[config.mk]
export PLATFORM = sky130hd
export DESIGN_NAME = msa_alert_mask
export DESIGN_NICKNAME = d
export VERILOG_FILES = /design/src/include/msa_pkg.sv /design/src/verilog/msa_edge_detect.sv /design/src/verilog/msa_alert_mask.sv
export SDC_FILE = /design/constraint.sdc
export NUM_CORES = 1
export LEC_CHECK = 0
export ABC_AREA = 0
export BUFFER_PORTS_ARGS = -buffer_cell sky130_fd_sc_hd__buf_4
export CORE_MARGIN = 10
export CORE_UTILIZATION = 50
export DETAILED_ROUTE_END_ITERATION = 8
export GPL_ROUTABILITY_DRIVEN = 1
export PLACE_DENSITY_LB_ADDON = 0.08
export SKIP_CTS_REPAIR_TIMING = 1
export SYNTH_ARGS = -nofsm -noshare
export SYNTH_HDL_FRONTEND = slang
export SYNTH_SLANG_ARGS = --single-unit
[constraint.sdc]
create_clock -name clk -period 1.3 [get_ports clk]
set_clock_uncertainty 0.1 [all_clocks]
set_input_delay 0 -clock clk [delete_from_list [all_inputs] [get_ports clk]]
set_output_delay 0 -clock clk [all_outputs]
set_load 0.1 [all_outputs]
[src/include/msa_pkg.sv]
// Package: register map, flag positions and carrier types of the alert mask
//
// What this block does
// Mask register at code 2, bits 14:0, resets zero
// Bit 0 alerts on measurement-active rise
// Bit 2 alerts on capacitance/ESR pending rise
// Bit 3 alerts on capacitance done rise
// Bit 4 alerts on ESR done rise
// Bit 5 alerts on measurement failed rise
// Bit 7 alerts on charger disabled rise
// Bit 8 alerts on capacitance measurement running rise
// Bit 9 alerts on ESR measurement running rise
// Bit 10 alerts on input power failed rise
// Previous flags kept; only unmasked rises alert
package msa_pkg;

  // ==========================================================
  // Register map
  localparam int MSA_CMD_W = 8;
  localparam int MSA_FLAG_W = 15;
  localparam logic [MSA_CMD_W-1:0] MSA_CMD_MASK = 8'h02;
  localparam logic [MSA_FLAG_W-1:0] MSA_MASK_RESET = 15'h0000;

  // ==========================================================
  // Flag positions
  localparam int MSA_B_MEAS_ACTIVE = 0;
  localparam int MSA_B_CAPESR_PENDING = 2;
  localparam int MSA_B_CAP_DONE = 3;
  localparam int MSA_B_ESR_DONE = 4;
  localparam int MSA_B_MEAS_FAILED = 5;
  localparam int MSA_B_CHARGER_OFF = 7;
  localparam int MSA_B_CAP_RUNNING = 8;
  localparam int MSA_B_ESR_RUNNING = 9;
  localparam int MSA_B_POWER_FAILED = 10;

  // ==========================================================
  // Carriers
  typedef struct packed {
    logic wr;
    logic [MSA_CMD_W-1:0] cmd;
    logic [MSA_FLAG_W-1:0] wdata;
  } msa_req_s;

  typedef logic [MSA_FLAG_W-1:0] msa_flags_t;

endpackage

[src/verilog/msa_edge_detect.sv]
// Per-flag rising edge detector gated by the enable mask
`timescale 1ns/100ps
module msa_edge_detect
(
  input wire logic clk,
  input wire logic rst_n,
  input wire logic ce,
  input wire msa_pkg::msa_flags_t flags,
  input wire msa_pkg::msa_flags_t enable,
  output logic hit
);
  import msa_pkg::*;

  msa_flags_t prev;
  msa_flags_t rise;

  // ==========================================================
  // Previous values and gated rises
  always_ff @(posedge clk or negedge rst_n)
  begin
    if (!rst_n)
      prev <= MSA_MASK_RESET;
    else if (ce)
      prev <= flags;
  end

  genvar i;
  generate
    for (i = 0; i < MSA_FLAG_W; i++)
    begin : g_bit
      assign rise[i] = flags[i] & ~prev[i] & enable[i];
    end
  endgenerate

  assign hit = |rise;

endmodule // msa_edge_detect

[src/verilog/msa_alert_mask.sv]
// Monitor status alert mask: register, edge detection, alert output
`timescale 1ns/100ps
module msa_alert_mask
(
  input wire logic clk,
  input wire logic rst_n,
  input wire logic ce,
  input wire msa_pkg::msa_req_s req,
  input wire logic [msa_pkg::MSA_CMD_W-1:0] rd_cmd,
  input wire msa_pkg::msa_flags_t mon_flags,
  input wire logic alert_clear,
  output msa_pkg::msa_flags_t rd_data,
  output logic alert_n
);
  import msa_pkg::*;

  msa_flags_t enable;
  msa_flags_t flags_s1;
  msa_flags_t flags_s2;
  logic hit;

  // ==========================================================
  // Mask register
  // Writes to any other code are dropped, not stored
  always_ff @(posedge clk or negedge rst_n)
  begin
    if (!rst_n)
      enable <= MSA_MASK_RESET;
    else if (ce && req.wr && req.cmd == MSA_CMD_MASK)
      enable <= req.wdata;
  end

  // Unmapped codes read zero
  always_ff @(posedge clk or negedge rst_n)
  begin
    if (!rst_n)
      rd_data <= MSA_MASK_RESET;
    else if (ce)
      rd_data <= (rd_cmd == MSA_CMD_MASK) ? enable : MSA_MASK_RESET;
  end

  // ==========================================================
  // Flags may come from other analog domains, so synchronise
  always_ff @(posedge clk or negedge rst_n)
  begin
    if (!rst_n)
    begin
      flags_s1 <= MSA_MASK_RESET;
      flags_s2 <= MSA_MASK_RESET;
    end
    else if (ce)
    begin
      flags_s1 <= mon_flags;
      flags_s2 <= flags_s1;
    end
  end

  msa_edge_detect u_edge
  (
    .clk(clk),
    .rst_n(rst_n),
    .ce(ce),
    .flags(flags_s2),
    .enable(enable),
    .hit(hit)
  );

  // ==========================================================
  // Alert latch; a new edge wins over the host clear
  // A falling flag never releases it; only the host clear or reset does
  always_ff @(posedge clk or negedge rst_n)
  begin
    if (!rst_n)
      alert_n <= 1'b1;
    else if (ce)
    begin
      if (hit)
        alert_n <= 1'b0;
      else if (alert_clear)
        alert_n <= 1'b1;
    end
  end
endmodule // msa_alert_mask

==> flow_summary.yaml, run 1 <==
run_status:
  status: "complete, but fails checks"
  violations: "setup timing"
sta:
  setup_viol: 17
  rsz0062_at_grt: "yes"
  fin_crit_ps: 1490
  setup-tns-final_ps: -2680
  max_slew.worst_pin.slew_ps: 358
  fin_crit_sh_pct: 114
  max_freq_ghz: 0.673
  fin_ws_ps: -186
  finalHoldViolCount: 0
  drv_slew: 0
  slew_headroom_pct: 76.1
cts:
  clk_latency_ps: 330
  clk_pin_slew_ps: 70
  cts_buffers: 9
  clock-root-buffer: "clkbuf_8"
  cts_tree: "built"
  clkSinkCount: 76
  clk_path_buf_depth: 2
  cts_max_level: 3
power_and_ir_drop:
  p_leak_nw: 2.01
  powerDensity_nw_per_um2: 1160
  total_power_mw: 4.96
  ir_worst_vdd_mv: 0.791
worst_setup_path:
  start_kind: "input port"
  worstPathArrival_ps: 1600
  worstPathCellList: "buf_6 -> or4_4 -> or4_4 -> buf_12 -> mux2_4"
  r2r-end: "alert_n"
  r2r_slack_ps: -50
  worstSetupPathType: "in2reg"
  cp_slowest_stage_delay_ps: 530
  r2r_cells: 4
  required_ps: 1420
  cp_max_fo: 8
  crit_top_cell: "or4_4"
  end_kind: "flop"
  cp_slowest_cell: "or4_4"
  r2r-start: "alert_n"
placed_design:
  gp_congestion: 0.693
  portBuffers: 66
  dp_hpwl_um: 4430
  pre_cts_ws_ps: -554
  dp_cells: 333
layout:
  areaGrowthSynthToFinish_pct: 41.0
  finalNonFillerCells: 380
  drive_gt1_share_pct: 52.8
  final_util_pct: 72.3
  antenna_cells: 0
  fin_nets: 352
yosys:
  synth_seq_area_share_pct: 63.0
  syn_inst: 191
  synth_seq_cells: 76
  syn-num-nets: 242
  yosysMostFrequentCell: "dfrtp_1"
  syn_area_per_cell_um2: 15.8
  synth.area.top_cells: "dfrtp_1 (62%), mux2_2 (18%), mux2_4 (5.0%)"
  synth_top_area_share_pct: 62.1
  synth_edf_count: 0
  synth-warning-count: 0
  ys_async_sr_fraction_pct: 100
  yosys.area.top_type: "dfrtp_1"
  synthTopCellsByCount: "dfrtp_1 (75), mux2_2 (49), a22o_1 (15), nand3b_1 (14), mux2_4 (10)"
  ys.flop_type: "dfrtp_1"
  synth_cell_types: 24
  synth_area_um2: 3020
global_route:
  grtUsageTotal_pct: 12.6
  antenna_found_initial: 0
  overflow: 0
  grt_pass1_vias: 1849
  grt_pass1_wl_um: 9670
  grt_max_degree: 32
route:
  drc: 0
  drt_iter0_markers: 61
  ant_nets: 0
  vias: 1932
  totalWireLength_um: 6300
  drt_first_pass_iters: 4
  routedWlPerCell_um: 16.6
  routed_via_density: 5.08
worst_hold_path:
  hold_depth: 5
  min-delay-path-class: "in2reg"
  hold_path.startpoint: "alert_clear"
  hold_path_end: "alert_n"
floorplan:
  die_area_um2: 9550
  coreArea_um2: 5890
  die_w_um: 97.7
  fp-row-count: 28
  ios: 67
  chipHeight_um: 97.7
  start_util_pct: 51.3
flow_run:
  drv_cap: 0
## layout make-up
class                           instances  area, um^2
Sequential cell                        76        1910
Fill cell                             402        1630
Tap cell                               75        93.8
Clock buffer                           13         159
Timing Repair Buffer                  108         992
Clock inverter                          2        10.0
Inverter                                3        11.3
Multi-Input combinational cell        103        1080
## metal layers
metal | share of wire, % | up-vias | global-route usage [%]
met2 | 45 | 53 | 16.5
met1 | 49 | 942 | 18.0
met5 | 0 | - | 0
met3 | 5.1 | 7 | 4.27
li1 | - | 930 | -
met4 | 1.4 | 0 | 6.04
## stage by stage
| step | cell area [um^2] | hold WS, ps |
|---|---|---|
| floorplan | 3050 | -396 |
| finish | 4260 | 14.4 |
| detailed placement | 3700 | -160 |
| global route | 4260 | 13.0 |
| global placement | 3700 | -164 |
| CTS | 3870 | -533 |
## cells in the final DEF (no fill, tap or decap), drive strengths merged
cell type,netlist,final
buf,8,76
dfrtp,75,75
mux2,59,59
dlygate4sd3,0,31
a22o,15,15
nand3b,14,14
clkbuf,1,14
inv,3,3
nand4,3,3
or4,2,2
clkinv,0,2
nand4b,1,1
or4b,1,1
or3,1,1
nor4,1,1
a21oi,1,1
a31oi,1,1
and4,1,1
o32ai,1,1
nand2,1,1
o21ai,1,1
dfstp,1,1
## kinds of logic (layout without fill, tap and decap cells)
kind of cell    Yosys count  count (layout)  share of synthesized area (%)
buf+inv                  12             126                           2.32
simple gates             25              25                           6.26
flops                    76              76                           63.0
mux                      59              59                           23.2
compound gates           19              19                           5.18
## where the power goes
group	leakage, nW	switching, mW	total, mW	internal (mW)
Combinational	0.971	0.236	0.676	0.440
Clock	0.0893	0.772	1.55	0.782
Sequential	0.948	0.130	2.72	2.60
## sequential cells by signal (all words and copies together) (netlist names)
signal	count
enable	15
flags_s1	15
flags_s2	15
rd_data	15
u_edge.prev	15
alert_n	1
## worst max path at each step
stage | from | end | slack [ps] | depth (start not counted)
global route | req[18] | enable[5] | -180 | 5
floorplan | req[18] | enable[10] | -470 | 5
finish | req[18] | enable[5] | -190 | 5
CTS | req[18] | enable[5] | -200 | 5
global placement | req[18] | enable[11] | -530 | 5
detailed placement | req[18] | enable[8] | -550 | 5
## worst max-delay path: cells and delay by family
family | cells | cell delay [ps]
mux | 1 | 300
buf+inv | 2 | 260
simple gates | 2 | 1040
Note: power is estimated with default switching activity, not from simulation.
==> run 2, diff against run 1 <==
--- a/config.mk
+++ b/config.mk
@@ -8,9 +8,10 @@
 export ABC_AREA = 0
 export BUFFER_PORTS_ARGS = -buffer_cell sky130_fd_sc_hd__buf_4
 export CORE_MARGIN = 10
-export CORE_UTILIZATION = 50
+export CORE_UTILIZATION = 48
 export DETAILED_ROUTE_END_ITERATION = 8
 export GPL_ROUTABILITY_DRIVEN = 1
+export MAX_ROUTING_LAYER = met4
 export PLACE_DENSITY_LB_ADDON = 0.08
 export SKIP_CTS_REPAIR_TIMING = 1
 export SYNTH_ARGS = -nofsm -noshare
==> constraint.sdc (replaced) <==
create_clock -name clk -period 1.2 [get_ports clk]
set_clock_uncertainty 0.1 [all_clocks]
set_input_delay 0 -clock clk [delete_from_list [all_inputs] [get_ports clk]]
set_output_delay 0 -clock clk [all_outputs]
set_load 0.1 [all_outputs]
==> run 2 against run 1 <==
Against the previous run: the flow finishes with violations (hold timing, setup timing); hold slack lost 29 ps; critical path depth unchanged; clock power grew 52%; sequential power up 8.5%; clock-buffer cell count fell by 1; routed wire length rose by 6.5%; global-route usage grew 0.91 points; core utilization down 0.19 points; total power grew 22%; cell area is 2.1% higher; setup slack worse by 54 ps; via count rose by 0.72%; critical path type unchanged; largest power group unchanged.
==> flow_summary.yaml, run 2 (same netlist as run 1, synthesis figures left out) <==
sta:
  whs_ps: -15.0
  drv_slew: 0
  rsz0062_at_grt: "yes"
  fin_crit_ps: 1440
  setup-tns-final_ps: -3730
  fin_ws_ps: -240
  finalHoldViolCount: 18
  slew_headroom_pct: 77.1
  max_freq_ghz: 0.694
  max_slew.worst_pin.slew_ps: 343
  fin_crit_sh_pct: 120
  setup_viol: 17
layout:
  fillers: 422
  final_cell_mix: "buf_4 (79), dfrtp_1 (70), mux2_2 (49)"
  antenna_cells: 0
  finalNonFillerCells: 390
  drive_gt1_share_pct: 53.3
  areaGrowthSynthToFinish_pct: 44.0
  fin_nets: 361
  final_common_cell: "buf_4"
power_and_ir_drop:
  total_power_mw: 6.06
  ir_worst_vdd_mv: 0.947
  p_leak_nw: 2.06
  powerDensity_nw_per_um2: 1390
global_route:
  antenna_found_initial: 0
  grt_max_degree: 29
  grt_pass1_vias: 1955
  overflow: 0
  grtUsageTotal_pct: 13.5
  grt_pass1_wl_um: 10200
worst_setup_path:
  start_kind: "input port"
  required_ps: 1340
  r2r_cells: 4
  r2r-start: "alert_n"
  worstPathArrival_ps: 1580
  cp_max_fo: 15
  worstSetupPathType: "in2reg"
  r2r_slack_ps: -210
  end_kind: "flop"
  r2r-end: "alert_n"
cts:
  clk_pin_slew_ps: 70
  clk_path_buf_depth: 2
  cts_max_level: 3
  cts_tree: "built"
  cts_buffers: 9
  clkSinkCount: 76
  clock-root-buffer: "clkbuf_8"
  clk_latency_ps: 360
placed_design:
  dp_cells: 342
  dp_hpwl_um: 4730
  gp_congestion: 0.710
  portBuffers: 66
route:
  wl_met1_um: 3270
  totalWireLength_um: 6710
  ant_nets: 0
  drc: 0
  wl_met2_um: 2970
  routed_via_density: 4.99
  vias: 1946
  drt_iter0_markers: 58
  drt_first_pass_iters: 6
  routedWlPerCell_um: 17.2
  top_layer: "met4"
  wl_met3_um: 369
floorplan:
  die_area_um2: 9870
  coreArea_um2: 6030
  ios: 67
  die_w_um: 99.3
  fp-row-count: 28
  chipHeight_um: 99.3
  start_util_pct: 50.1
run_status:
  status: "complete, but fails checks"
  violations: "hold timing, setup timing"
worst_hold_path:
  min-delay-path-class: "in2async"
flow_run:
  drv_cap: 0
-- run 2: how the worst max path moves through the flow --
stage	from	end	slack (ps)	cells past startpoint
2_1_floorplan	req[18]	enable[10]	-570	5
3_3_place_gp	req[18]	enable[11]	-630	5
3_5_place_dp	req[18]	enable[14]	-660	5
4_1_cts	alert_n	alert_n	-280	2
5_1_grt	alert_n	alert_n	-280	4
6_report	req[18]	enable[14]	-240	5
-- run 2: cell type report --
cell class / instances / area (um^2) / area share, %
Inverter: 3 / 11.3 / 0.259
Clock inverter: 4 / 97.6 / 2.24
Tap cell: 75 / 93.8 / 2.16
Timing Repair Buffer: 117 / 1020 / 23.4
Multi-Input combinational cell: 103 / 1070 / 24.6
Clock buffer: 12 / 145 / 3.34
Sequential cell: 76 / 1910 / 44.0
-- run 2: critical path, cell delays in order --
cell and delay [ps]:
buf_6 90, or4_1 510, or4_4 500, buf_12 180
mux2_4 300
-- run 2: metal layers --
metal / up-vias / global-route usage [%]
met3: 12 / 5.81
met1: 945 / 17.4
met4: 0 / 5.29
li1: 942 / -
met2: 47 / 18.3
met5: - / -
-- run 2: per-stage QoR --
stage / hold slack, ps / area [um^2] / worst slack (ps) / utilization, %
floorplan: -396 / 3050 / -573 / -
global placement: -164 / 3740 / -629 / 62.1
detailed placement: -163 / 3740 / -657 / 62.1
CTS: -544 / 3980 / -283 / 66.1
global route: -10.5 / 4350 / -283 / 72.2
finish: -15.0 / 4350 / -240 / 72.2
-- run 2: report_power, final --
| part | internal [mW] | total, mW | switching, mW |
|---|---|---|---|
| logic | 0.489 | 0.756 | 0.267 |
| clock network | 1.44 | 2.36 | 0.918 |
| registers | 2.81 | 2.95 | 0.138 |
| total | 4.74 | 6.06 | 1.32 |
